`config.mk`:
```
export PLATFORM = sky130hd
export DESIGN_NAME = cgcr_regs
export DESIGN_NICKNAME = d
export VERILOG_FILES = /design/src/shared/cgcr_pkg.sv /design/src/design/cgcr_regs.sv /design/src/design/cgcr_port_decode.sv
export SDC_FILE = /design/constraint.sdc
export NUM_CORES = 1
export LEC_CHECK = 0
export BUFFER_PORTS_ARGS = -buffer_cell sky130_fd_sc_hd__buf_4
export CELL_PAD_IN_SITES_DETAIL_PLACEMENT = 1
export CELL_PAD_IN_SITES_GLOBAL_PLACEMENT = 1
export CORE_MARGIN = 4
export CORE_UTILIZATION = 42
export CTS_BUF_LIST = sky130_fd_sc_hd__clkbuf_8
export CTS_CLUSTER_DIAMETER = 150
export DETAILED_ROUTE_END_ITERATION = 10
export PLACE_DENSITY_LB_ADDON = 0.1
export SETUP_SLACK_MARGIN = 0.02
export SYNTH_ARGS = -nofsm -noshare
export SYNTH_HDL_FRONTEND = slang
export SYNTH_SLANG_ARGS = --single-unit
```
`constraint.sdc`:
```
create_clock -name sys_clk -period 6 [get_ports sys_clk]
set_clock_uncertainty 0.2 [all_clocks]
set_input_delay 0.3 -clock sys_clk [delete_from_list [all_inputs] [get_ports sys_clk]]
set_output_delay 0.3 -clock sys_clk [all_outputs]
set_load 0.02 [all_outputs]
```
`src/shared/cgcr_pkg.sv`:
```
// Package: constants and carrier types of the global configuration register bank
package cgcr_pkg;

    // ------------------------------------------------------------
    // Register indexes
    // ------------------------------------------------------------
    localparam logic [7:0] IDX_SOFT_RST  = 8'h02;
    localparam logic [7:0] IDX_RUN_IDX   = 8'h03;
    localparam logic [7:0] IDX_UNIT_SEL  = 8'h07;
    localparam logic [7:0] IDX_CHIP_ID   = 8'h20;
    localparam logic [7:0] IDX_CHIP_REV  = 8'h21;
    localparam logic [7:0] IDX_PWR_EN    = 8'h22;
    localparam logic [7:0] IDX_PWR_MGMT  = 8'h23;
    localparam logic [7:0] IDX_GLOBAL_HI = 8'h2F;
    localparam logic [7:0] IDX_ACTIVATE  = 8'h30;

    // ------------------------------------------------------------
    // Field positions and masks
    // ------------------------------------------------------------
    localparam int         SOFT_RST_BIT  = 0;
    localparam int         RUN_ACC_BIT   = 7;
    localparam logic [7:0] RUN_IDX_MASK  = 8'h83;
    localparam logic [7:0] UNIT_PWR_MASK = 8'h39;

    // ------------------------------------------------------------
    // Reset values
    // ------------------------------------------------------------
    localparam logic [7:0] RST_RUN_IDX   = 8'h03;
    localparam logic [7:0] RST_UNIT_SEL  = 8'h00;
    localparam logic [7:0] RST_PWR_EN    = 8'h00;
    localparam logic [7:0] RST_PWR_MGMT  = 8'h00;

    // ------------------------------------------------------------
    // Run-mode port addresses and reachable registers
    // ------------------------------------------------------------
    localparam logic [7:0] RUN_PORT_00   = 8'hE0;
    localparam logic [7:0] RUN_PORT_01   = 8'hE2;
    localparam logic [7:0] RUN_PORT_10   = 8'hE4;
    localparam logic [7:0] RUN_PORT_11   = 8'hEA;
    localparam logic [7:0] AUX_UNIT      = 8'h08;
    localparam logic [7:0] MGMT_IDX_LO   = 8'hB4;
    localparam logic [7:0] MGMT_IDX_HI   = 8'hB7;
    localparam logic [7:0] WDOG_CTRL_IDX = 8'hF4;

    // ------------------------------------------------------------
    // Carrier types
    // ------------------------------------------------------------
    typedef struct packed {
        logic        write;
        logic        read;
        logic [15:0] addr;
        logic [7:0]  wdata;
    } cgcr_bus_type;

    typedef struct packed {
        logic       wr;
        logic       rd;
        logic       activate;
        logic [7:0] unit;
        logic [7:0] index;
        logic [7:0] data;
    } cgcr_unit_req_type;

    typedef struct packed {
        logic       runAccessEn;
        logic [7:0] runPortAddr;
        logic [7:0] unitSel;
        logic [7:0] powerOn;
        logic [7:0] powerMgmt;
    } cgcr_cfg_type;

endpackage : cgcr_pkg

```
`src/design/cgcr_regs.sv`:
```
// Global chip configuration register bank behind the host index/data ports
`timescale 1ns/10ps
`default_nettype none

// Function
// [RULE1] Global registers occupy indexes 0x00 to 0x2F.
// [RULE2] All eight index bits select the register.
// [RULE3] Unimplemented indexes and bits ignore writes and read zero.
// [RULE4] Host writes index port, then accesses that register via data port.
// [RULE5] Configuration access honoured only in configuration mode.
// [RULE6] Writing one to bit 0 of index 0x02 triggers soft reset.
// [RULE7] Soft reset bit clears itself after the write.
// [RULE8] Index 0x03 bit 7 enables run-mode watchdog and interrupt register access.
// [RULE9] Index 0x03 bits 1:0 pick run-mode index port EA, E4, E2, E0.
// [RULE10] Index 0x07 selects the logical unit reached through the data port.
// [RULE11] Activate acts only on the currently selected unit.
// [RULE12] Index 0x20 is a read-only identity code, ignoring writes.
// [RULE13] Index 0x21 is a read-only revision code.
// [RULE14] Index 0x22 holds unit power enables on bits 0, 3, 4, 5.
// [RULE15] Index 0x23 holds unit power-management enables on the same bits.
// [RULE16] Power-on or reset-drive returns the global registers to defaults.
// [RULE17] Outside configuration mode data-port writes ignored, reads return zero.
module cgcr_regs
    import cgcr_pkg::*;
#(
    parameter logic [15:0] CFG_BASE = 16'h03F0, // Config index port address
    parameter logic [7:0]  CHIP_ID  = 8'h5A,    // Arbitrary identity value
    parameter logic [7:0]  CHIP_REV = 8'h02     // Arbitrary revision value
)
(
    input  wire logic              sys_clk,        // 20 MHz clock
    input  wire logic              srst,           // Power-on reset, sync
    input  wire logic              resetDrive,     // Host reset-drive
    input  wire logic              cfgMode,        // Configuration mode active
    input  wire cgcr_bus_type      hostBus,        // Host access strobes
    output logic [7:0]             rdData,         // Read answer
    output logic                   rdValid,        // Read answer valid
    output cgcr_unit_req_type      unitReq,        // Per-unit register access
    input  wire logic [7:0]        unitRdData,     // Per-unit read data
    output cgcr_cfg_type           cfgState,       // Global settings
    output logic                   softResetPulse  // Soft reset to units
);

    // ------------------------------------------------------------
    // Elaboration checks
    // ------------------------------------------------------------
    if (CFG_BASE[0] != 1'b0)
    begin : gBadCfgBase
        $error("CFG_BASE must be even");
    end

    // ------------------------------------------------------------
    // Functions
    // ------------------------------------------------------------
    function automatic logic isGlobal(input logic [7:0] idx);
        isGlobal = (idx <= IDX_GLOBAL_HI);
    endfunction : isGlobal

    function automatic logic runReachable(input logic [7:0] idx);
        runReachable = ((idx >= MGMT_IDX_LO) && (idx <= MGMT_IDX_HI))
                       || (idx == WDOG_CTRL_IDX);
    endfunction : runReachable

    function automatic logic [7:0] runPortOf(input logic [1:0] sel);
        unique case (sel)
            2'b11: runPortOf = RUN_PORT_11;
            2'b10: runPortOf = RUN_PORT_10;
            2'b01: runPortOf = RUN_PORT_01;
            2'b00: runPortOf = RUN_PORT_00;
        endcase
    endfunction : runPortOf

    // ------------------------------------------------------------
    // State
    // ------------------------------------------------------------
    logic [7:0]        cfgIdx_q;
    logic [7:0]        runIdx_q;
    logic [7:0]        runCtl_q;
    logic [7:0]        unitSel_q;
    logic [7:0]        pwrEn_q;
    logic [7:0]        pwrMgmt_q;
    logic              softRst_q;
    cgcr_unit_req_type unitReq_q;
    cgcr_unit_req_type unitReq_d;
    logic              rdPend_q;
    logic              rdUnit_q;
    logic [7:0]        rdLocal_q;
    logic [7:0]        rdLocal_d;
    logic              rdUnit_d;
    logic [7:0]        rdData_q;
    logic              rdValid_q;
    logic              hitCfgIdx;
    logic              hitCfgData;
    logic              hitRunIdx;
    logic              hitRunData;
    logic              globRst;
    logic              cfgWrIdx;
    logic              cfgWrData;
    logic              cfgRdData;
    logic              runWrIdx;
    logic              runOk;
    logic              anyRead;
    logic [7:0]        globRd;

    // ------------------------------------------------------------
    // Port decode
    // ------------------------------------------------------------
    cgcr_port_decode u_decode
    (
        .addr       (hostBus.addr),
        .cfgBase    (CFG_BASE),
        .runBase    (runPortOf(runCtl_q[1:0])),
        .hitCfgIdx  (hitCfgIdx),
        .hitCfgData (hitCfgData),
        .hitRunIdx  (hitRunIdx),
        .hitRunData (hitRunData)
    );

    // ------------------------------------------------------------
    // Access qualification
    // ------------------------------------------------------------
    always_comb
    begin
        globRst   = srst | resetDrive;                            // [RULE16]
        cfgWrIdx  = hostBus.write & hitCfgIdx & cfgMode;          // [RULE5]
        cfgWrData = hostBus.write & hitCfgData & cfgMode;         // [RULE5] [RULE17]
        cfgRdData = hostBus.read & hitCfgData & cfgMode;          // [RULE5] [RULE17]
        runWrIdx  = hostBus.write & hitRunIdx & ~cfgMode;
        runOk     = ~cfgMode & hitRunData & runCtl_q[RUN_ACC_BIT]
                    & runReachable(runIdx_q);                     // [RULE8]
        anyRead   = hostBus.read & (hitCfgIdx | hitCfgData
                    | (~cfgMode & (hitRunIdx | hitRunData)));
    end

    // ------------------------------------------------------------
    // Index registers
    // ------------------------------------------------------------
    always_ff @(posedge sys_clk)
    begin
        if (globRst)
        begin
            cfgIdx_q <= 8'h00;
        end
        else if (cfgWrIdx)
        begin
            cfgIdx_q <= hostBus.wdata;                            // [RULE2] [RULE4]
        end
    end

    always_ff @(posedge sys_clk)
    begin
        if (globRst)
        begin
            runIdx_q <= 8'h00;
        end
        else if (runWrIdx)
        begin
            runIdx_q <= hostBus.wdata;
        end
    end

    // ------------------------------------------------------------
    // Soft reset trigger
    // ------------------------------------------------------------
    always_ff @(posedge sys_clk)
    begin
        if (globRst)
        begin
            softRst_q <= 1'b0;
        end
        else
        begin
            softRst_q <= cfgWrData && (cfgIdx_q == IDX_SOFT_RST)
                         && hostBus.wdata[SOFT_RST_BIT];          // [RULE6] [RULE7]
        end
    end

    // ------------------------------------------------------------
    // Run-mode port control
    // ------------------------------------------------------------
    always_ff @(posedge sys_clk)
    begin
        if (globRst)
        begin
            runCtl_q <= RST_RUN_IDX;                              // [RULE16]
        end
        else if (cfgWrData && (cfgIdx_q == IDX_RUN_IDX))
        begin
            runCtl_q <= hostBus.wdata & RUN_IDX_MASK;             // [RULE8] [RULE9] [RULE3]
        end
    end

    // ------------------------------------------------------------
    // Unit selector
    // ------------------------------------------------------------
    always_ff @(posedge sys_clk)
    begin
        if (globRst)
        begin
            unitSel_q <= RST_UNIT_SEL;                            // [RULE16]
        end
        else if (cfgWrData && (cfgIdx_q == IDX_UNIT_SEL))
        begin
            unitSel_q <= hostBus.wdata;                           // [RULE10]
        end
    end

    // ------------------------------------------------------------
    // Power enables and management
    // ------------------------------------------------------------
    always_ff @(posedge sys_clk)
    begin
        if (globRst)
        begin
            pwrEn_q <= RST_PWR_EN;                                // [RULE16]
        end
        else if (cfgWrData && (cfgIdx_q == IDX_PWR_EN))
        begin
            pwrEn_q <= hostBus.wdata & UNIT_PWR_MASK;             // [RULE14] [RULE3]
        end
    end

    always_ff @(posedge sys_clk)
    begin
        if (globRst)
        begin
            pwrMgmt_q <= RST_PWR_MGMT;                            // [RULE16]
        end
        else if (cfgWrData && (cfgIdx_q == IDX_PWR_MGMT))
        begin
            pwrMgmt_q <= hostBus.wdata & UNIT_PWR_MASK;           // [RULE15] [RULE3]
        end
    end

    // ------------------------------------------------------------
    // Per-unit access routing
    // ------------------------------------------------------------
    always_comb
    begin
        unitReq_d          = '0;
        unitReq_d.unit     = unitSel_q;                           // [RULE10]
        unitReq_d.index    = cfgIdx_q;
        unitReq_d.data     = hostBus.wdata;
        if (hitCfgData && cfgMode && !isGlobal(cfgIdx_q))
        begin
            unitReq_d.wr       = hostBus.write;                   // [RULE4]
            unitReq_d.rd       = hostBus.read;
            unitReq_d.activate = hostBus.write
                                 && (cfgIdx_q == IDX_ACTIVATE);   // [RULE11]
        end
        else if (runOk)
        begin
            unitReq_d.unit  = AUX_UNIT;                           // [RULE8]
            unitReq_d.index = runIdx_q;
            unitReq_d.wr    = hostBus.write;
            unitReq_d.rd    = hostBus.read;
        end
    end

    always_ff @(posedge sys_clk)
    begin
        if (globRst)
        begin
            unitReq_q <= '0;
        end
        else
        begin
            unitReq_q <= unitReq_d;
        end
    end

    // ------------------------------------------------------------
    // Global read mux
    // ------------------------------------------------------------
    always_comb
    begin
        unique case (cfgIdx_q)                                    // [RULE1] [RULE2]
            IDX_RUN_IDX:  globRd = runCtl_q;                      // [RULE9]
            IDX_UNIT_SEL: globRd = unitSel_q;
            IDX_CHIP_ID:  globRd = CHIP_ID;                       // [RULE12]
            IDX_CHIP_REV: globRd = CHIP_REV;                      // [RULE13]
            IDX_PWR_EN:   globRd = pwrEn_q;
            IDX_PWR_MGMT: globRd = pwrMgmt_q;
            default:      globRd = 8'h00;                         // [RULE3] [RULE7]
        endcase
    end

    always_comb
    begin
        rdLocal_d = 8'h00;                                        // [RULE17]
        rdUnit_d  = 1'b0;
        if (cfgMode && hitCfgIdx)
        begin
            rdLocal_d = cfgIdx_q;
        end
        else if (cfgRdData && isGlobal(cfgIdx_q))
        begin
            rdLocal_d = globRd;
        end
        else if (cfgRdData || (runOk && hostBus.read))
        begin
            rdUnit_d = 1'b1;
        end
        else if (!cfgMode && hitRunIdx)
        begin
            rdLocal_d = runIdx_q;
        end
    end

    // ------------------------------------------------------------
    // Read pipeline
    // ------------------------------------------------------------
    always_ff @(posedge sys_clk)
    begin
        if (globRst)
        begin
            rdPend_q  <= 1'b0;
            rdUnit_q  <= 1'b0;
            rdLocal_q <= 8'h00;
        end
        else
        begin
            rdPend_q  <= anyRead;
            rdUnit_q  <= anyRead & rdUnit_d;
            rdLocal_q <= rdLocal_d;
        end
    end

    always_ff @(posedge sys_clk)
    begin
        if (globRst)
        begin
            rdData_q  <= 8'h00;
            rdValid_q <= 1'b0;
        end
        else
        begin
            rdData_q  <= rdUnit_q ? unitRdData : rdLocal_q;
            rdValid_q <= rdPend_q;
        end
    end

    // ------------------------------------------------------------
    // Outputs
    // ------------------------------------------------------------
    always_comb
    begin
        rdData               = rdData_q;
        rdValid              = rdValid_q;
        unitReq              = unitReq_q;
        softResetPulse       = softRst_q;
        cfgState.runAccessEn = runCtl_q[RUN_ACC_BIT];             // [RULE8]
        cfgState.runPortAddr = runPortOf(runCtl_q[1:0]);          // [RULE9]
        cfgState.unitSel     = unitSel_q;
        cfgState.powerOn     = pwrEn_q;                           // [RULE14]
        cfgState.powerMgmt   = pwrMgmt_q;                         // [RULE15]
    end

endmodule : cgcr_regs

`default_nettype wire

```
`src/design/cgcr_port_decode.sv`:
```
// Host address decode for the configuration and run-mode index/data ports
`timescale 1ns/10ps
`default_nettype none

module cgcr_port_decode
    import cgcr_pkg::*;
(
    input  wire logic [15:0] addr,        // Host I/O address
    input  wire logic [15:0] cfgBase,     // Configuration index port address
    input  wire logic [7:0]  runBase,     // Run-mode index port address
    output logic             hitCfgIdx,   // Config index port
    output logic             hitCfgData,  // Config data port
    output logic             hitRunIdx,   // Run-mode index port
    output logic             hitRunData   // Run-mode data port
);

    // ------------------------------------------------------------
    // Port match
    // ------------------------------------------------------------
    logic [15:0] cfgDataAddr;
    logic [15:0] runIdxAddr;
    logic [15:0] runDataAddr;

    always_comb
    begin
        cfgDataAddr = cfgBase + 16'h0001;
        runIdxAddr  = {8'h00, runBase};
        runDataAddr = runIdxAddr + 16'h0001;
        hitCfgIdx   = (addr == cfgBase);
        hitCfgData  = (addr == cfgDataAddr);
        hitRunIdx   = (addr == runIdxAddr);
        hitRunData  = (addr == runDataAddr);
    end

endmodule : cgcr_port_decode

`default_nettype wire

```
After elaboration in Yosys (flattened, before gate mapping). Cells that the tools add are included.

Bits in registers: 82. Input port bits: 38. Output and inout bits: 70. Word-level logic and storage cells: 92.

Add/subtract/negate cells: 1. $lt $le $gt $ge: 3. Equal/unequal tests: 16. Muxes and demuxes: 14. Bitwise operators: 20. Reduce and logical (&&, ||, !) cells: 20.

Operator list (number): 8-bit case mux with 6 select lines (1); 8-bit by 6-bit == test with 1-bit output (second input constant) (5); 8-bit 2-to-1 mux (5); 16-bit by 10-bit == test with 1-bit output (second input constant) (2); 16-bit 2-to-1 mux (2); 8-bit case mux with 4 select lines (1); 16-bit == test (1); 16-bit by 8-bit == test with 1-bit output (1); 8-bit by 2-bit == test with 1-bit output (second input constant) (2); 1-bit bitwise AND (14); 1-bit logical AND (14); 8-bit by 1-bit adder with 9-bit output (second input constant) (1); 8-bit by 3-bit == test with 1-bit output (second input constant) (1); 8-bit == test (second input constant) (1); 8-bit greater-or-equal comparator (second input constant) (1); 8-bit by 6-bit less-or-equal comparator with 1-bit output (second input constant) (1); 8-bit less-or-equal comparator (second input constant) (1); 2-bit == test (second input constant) (2); 2-bit 2-to-1 mux (2); 1-bit bitwise OR (4); 1-bit 2-to-1 mux (3); 2-bit by 1-bit == test with 1-bit output (second input constant) (1); 1-bit zero test (2); 2-bit zero test (1); 3 further kinds (5).

Longest topological paths before layout.
Depth in word-level cells: 13. Depth in mapped cells: 7. Gate-level depth less buffers: 5.

By module. A second synthesis with hierarchy kept.

Cell total of the unflattened synthesis: 498. Area, all modules: 4340.4 µm².

Modules (own cells, without submodules): cgcr_regs (times used 1, cells each 353, area an instance 3313.2 µm², sequential area each 1641.6 µm²); cgcr_port_decode (times used 1, cells each 145, area an instance 1027.2 µm², sequential area each 0.0 µm²).

Worst setup path after synthesis. Ideal clock, no wire load.

Path kind: input to register. From: input port hostBus[19] (netlist bit). To: register unitSel_q[0]. Library setup time: 0.128 ns. Arrival time: 1.931 ns. Data required time: 5.672 ns. Slack: 3.742 ns. Cell stages on the path: 6. Path buffers: 1. Cells stage by stage: or4_4 > or3_4 > nor4b_2 > buf_4 > mux2i_1 > nor2_1.

Longest elaborated chain between the ends: 4.

Ends and longest elaborated chain: start: declaration (RTL line cgcr_regs.sv:35) `input wire cgcr_bus_type hostBus,`; 16-bit by 10-bit == test with 1-bit output (RTL line cgcr_port_decode.sv:30) `hitCfgData = (addr == cfgDataAddr);`; 1-bit bitwise AND (2 in series) (RTL line cgcr_regs.sv:126) `cfgWrData = hostBus.write & hitCfgData & cfgMode;`; 1-bit logical AND (RTL line cgcr_regs.sv:202) `else if (cfgWrData && (cfgIdx_q == IDX_UNIT_SEL))`; end signal: assignment (RTL line cgcr_regs.sv:204) `unitSel_q <= hostBus.wdata;`; end: declaration (RTL line cgcr_regs.sv:79) `logic [7:0] unitSel_q;`.

Every way passes these cells. A chain may end at the register's enable or synchronous reset.

Worst setup path in the final report.
From: register cfgIdx_q[7]. To: register rdLocal_q[0].

Longest elaborated chain between the ends: 4. Elaborated cells between the ends (all ways): 11. Classes of those cells: 1 x order compare; 6 x eq/ne; 3 x mux; 1 x reduce/logical.

Ends and longest elaborated chain: start: declaration (RTL line cgcr_regs.sv:76) `logic [7:0] cfgIdx_q;`; start signal: assignment (RTL line cgcr_regs.sv:146) `cfgIdx_q <= hostBus.wdata;`; 8-bit by 6-bit less-or-equal comparator with 1-bit output (tied with other cells) (RTL line cgcr_regs.sv:56) `isGlobal = (idx <= IDX_GLOBAL_HI);`; 1-bit logical AND or 8-bit case mux with 6 select lines (tied branches) (RTL line cgcr_regs.sv:296, cgcr_regs.sv:277); 8-bit 2-to-1 mux * (RTL line cgcr_regs.sv:296) `else if (cfgRdData && isGlobal(cfgIdx_q))`; 8-bit 2-to-1 mux * (RTL line cgcr_regs.sv:292) `if (cfgMode && hitCfgIdx)`; end signal: assignment (RTL line cgcr_regs.sv:325) `rdLocal_q <= rdLocal_d;`; end: declaration (RTL line cgcr_regs.sv:87) `logic [7:0] rdLocal_q;`.

Mark *: on every way between the ends. The rest lies on a longest branch, timed or not.

==> results.tsv <==
stage	metric	value	unit
cells_and_area	final.fill_count	929	
timing	fmax	384	MHz
worst_setup_path	cp_slowest_cell	or4_1	
timing	drv_slew	0	
synthesis	syn_inst	364	
worst_setup_path	required	6090	ps
min_path	hp-class	input pin to flop	
synthesis	synth_commonest_cells	dfxtp_1, nor2_1, mux2i_1, nand2_1, nand3_1	
synthesis	yosysMostFrequentCell	dfxtp_1	
min_path	hold_end	runIdx_q[4]	
outcome	status	complete, no violations	
timing	hold_viol	0	
floorplanning	initial_core_util	43.3	%
routing	initialDrtViolationCount	131	
run	cap_violations	0	
timing	tns	0	ps
global_route	grt_max_degree	44	
worst_setup_path	r2r_start	cfgIdx_q[7]	
clocking	cts_buffers	9	
worst_setup_path	path_class	flop to flop	
timing	setup_viol	0	
global_route	grt_usage	22.3	%
clocking	clk_pin_slew	90	ps
synthesis	synth_area	3360	um2
cells_and_area	regArea	1640	um2
floorplanning	num_rows	32	
synthesis	synth_cell_types	46	
floorplanning	core	7770	um2
worst_setup_path	crit_fanout	6	
floorplanning	die_w	97.5	um
clocking	post_cts_resized	0	
synthesis	synth_area_leader_cell	dfxtp_1	
synthesis	syn_area_per_cell	9.23	um2
clocking	insertion_delay	350	ps
clocking	cts_hold_buf	12	
timing	rsz0062_at_grt	false	
synthesis	ys_seq_elements	82	
worst_setup_path	start_kind	flop	
routing	routedWlPerCell	18.0	um
min_path	worstHoldStart	hostBus[4]	
synthesis	synth_flop_cell	dfxtp_1	
worst_setup_path	end_kind	flop	
synthesis	synth-async-reset-ratio	0	%
cells_and_area	drive_above_1_share	26.7	%
clocking	cts.path.max_buffers	2	
worst_setup_path	critPathMaxStageDelay	640	ps
routing	vias_per_cell	5.25	
timing	finalCritPeriodShare	43.4	%
place	io_buffers	94	
routing	route.detailed.drc	0	
min_path	hold_depth	3	
clocking	cts_sinks	82	
floorplanning	die_area	9500	um2
worst_setup_path	reg2reg_slack	3390	ps
power_and_ir_drop	leakage	1.90	nW
cells_and_area	antenna_cells	0	
floorplanning	fp.dieH	97.5	um
global_route	globalRoute.totalOverflow	0	
clocking	cts_tree	done	
place	place.gp.congestion	0.857	
routing	firstDrtPassIters	5	
routing	postRouteAntennaNets	0	
place	hpwl	7500	um
synthesis	synth_edf_count	0	
worst_setup_path	cp_cell_sequence	or4_1 > nor3_1 > o2111a_1 > nor2b_1 > a211o_1	
cells_and_area	multiInputGateArea	1540	um2
floorplanning	pin_count	108	
clocking	root_buffer	clkbuf_8	
cells_and_area	fin_nets	501	
routing	wl	10300	um
timing	worst_slew_pin_slew	757	ps
synthesis	yosys-top-cells-area	dfxtp_1, mux2i_1, nor2_1	
synthesis	synth_top_cell_area_share	48.8	%
cells_and_area	post-route-util	56.3	%
cells_and_area	syn2layout_area_growth	30.2	%
timing	period_minus_slack	2610	ps
global_route	antenna_found_initial	0	
worst_setup_path	cp_data_arrival_time	2700	ps
clocking	htreeDepth	3	
global_route	grt_pass1_vias	3181	
clocking	cts_setup_buffers	0	
synthesis	ys_seq_area_share	48.8	%
worst_setup_path	r2r_end	rdLocal_q[0]	
synthesis	synth_warnings	0	
worst_setup_path	r2r_cells	5	
power_and_ir_drop	vdd_ir_drop_max	0.000181	V
timing	max-slew-margin-rel	49.2	%
routing	vias	2992	
global_route	grt_pass1_wl	17100	um
power_and_ir_drop	power_density	223	nW/um2
==> metal layers <==
metal | wire [um] | GRT usage [%]
met5 | 0 | 0
met4 | 110 | 4.90
met3 | 625 | 5.74
met2 | 5070 | 37.3
met1 | 4440 | 29.0
==> worst max path at each step <==
stage | start | to | slack, ps | cells past startpoint
finish | cfgIdx_q[7] | rdLocal_q[0] | 3390 | 5
global route | cfgIdx_q[1] | unitSel_q[1] | 3210 | 6
CTS | cfgIdx_q[1] | unitSel_q[1] | 3420 | 6
detailed placement | hostBus[19] | unitReq[21] | 3280 | 6
global placement | hostBus[19] | unitReq[18] | 3380 | 6
floorplan | hostBus[19] | unitSel_q[0] | 3740 | 6
==> cells by family after synthesis <==
kind of cell | Yosys count | synth area share [%]
simple gates | 148 | 22.6
flops | 82 | 48.8
compound gates | 49 | 9.87
buf+inv | 43 | 6.55
mux | 37 | 11.1
xor+xnor | 3 | 0.782
other cells | 2 | 0.223
==> cells in the final DEF (no fill, tap or decap), types with 4 or more instances in the layout <==
cell	n
buf_4	96
dfxtp_1	82
nor2_1	44
mux2i_1	35
nand2_1	31
nand3_1	16
o21ai_0	13
conb_1	13
inv_1	12
a21oi_1	12
dlygate4sd3_1	12
clkbuf_8	9
and3_1	8
nor3_1	7
nand4_1	6
and2_1	5
a22o_1	5
nor2b_1	4
nand2b_1	4
a221o_1	4
clkinvlp_4	4
==> power by group <==
group | internal, mW | switching (mW) | total, mW
Clock | 0.152 | 0.213 | 0.366
Sequential | 0.546 | 0.000569 | 0.546
Combinational | 0.0277 | 0.0359 | 0.0635
Total | 0.726 | 0.250 | 0.975
==> through the flow <==
step | worst slack (ps) | instance area, um2 | total power, mW | hold slack [ps] | std cells
floorplan | 3740 | 3400 | 0.591 | 206 | 375
global placement | 3380 | 4080 | 0.615 | 216 | 542
detailed placement | 3280 | 4080 | 0.616 | 217 | 542
CTS | 3420 | 4370 | 0.985 | 12.4 | 570
global route | 3210 | 4370 | 1.02 | 16.6 | 570
finish | 3390 | 4370 | 0.975 | 10.8 | 570
==> worst max-delay path: cells and delay by family (launching register included) <==
| family | cells | cell delay (ps) |
|---|---|---|
| flops | 1 | 380 |
| compound gates | 2 | 520 |
| simple gates | 3 | 1440 |
==> flip-flops by register name, indices dropped and copies added, names as in the netlist <==
register / cells
runCtl_q: 3
rdValid: 1
rdLocal_q: 8
cfgIdx_q: 8
unitReq: 27
pwrMgmt_q: 4
rdPend_q: 1
softResetPulse: 1
rdUnit_q: 1
unitSel_q: 8
rdData: 8
pwrEn_q: 4
runIdx_q: 8
==> area by class of cell <==
cell class / count / share of cell area [%]
repair buffers: 108 / 19.2
clock buffers: 9 / 2.83
flip-flops and latches: 82 / 37.5
well taps: 102 / 2.92
multi-input cells: 250 / 35.3
inverters: 12 / 1.03
clock inverters: 7 / 1.20
No activity file was read; power rests on OpenSTA's default activity.
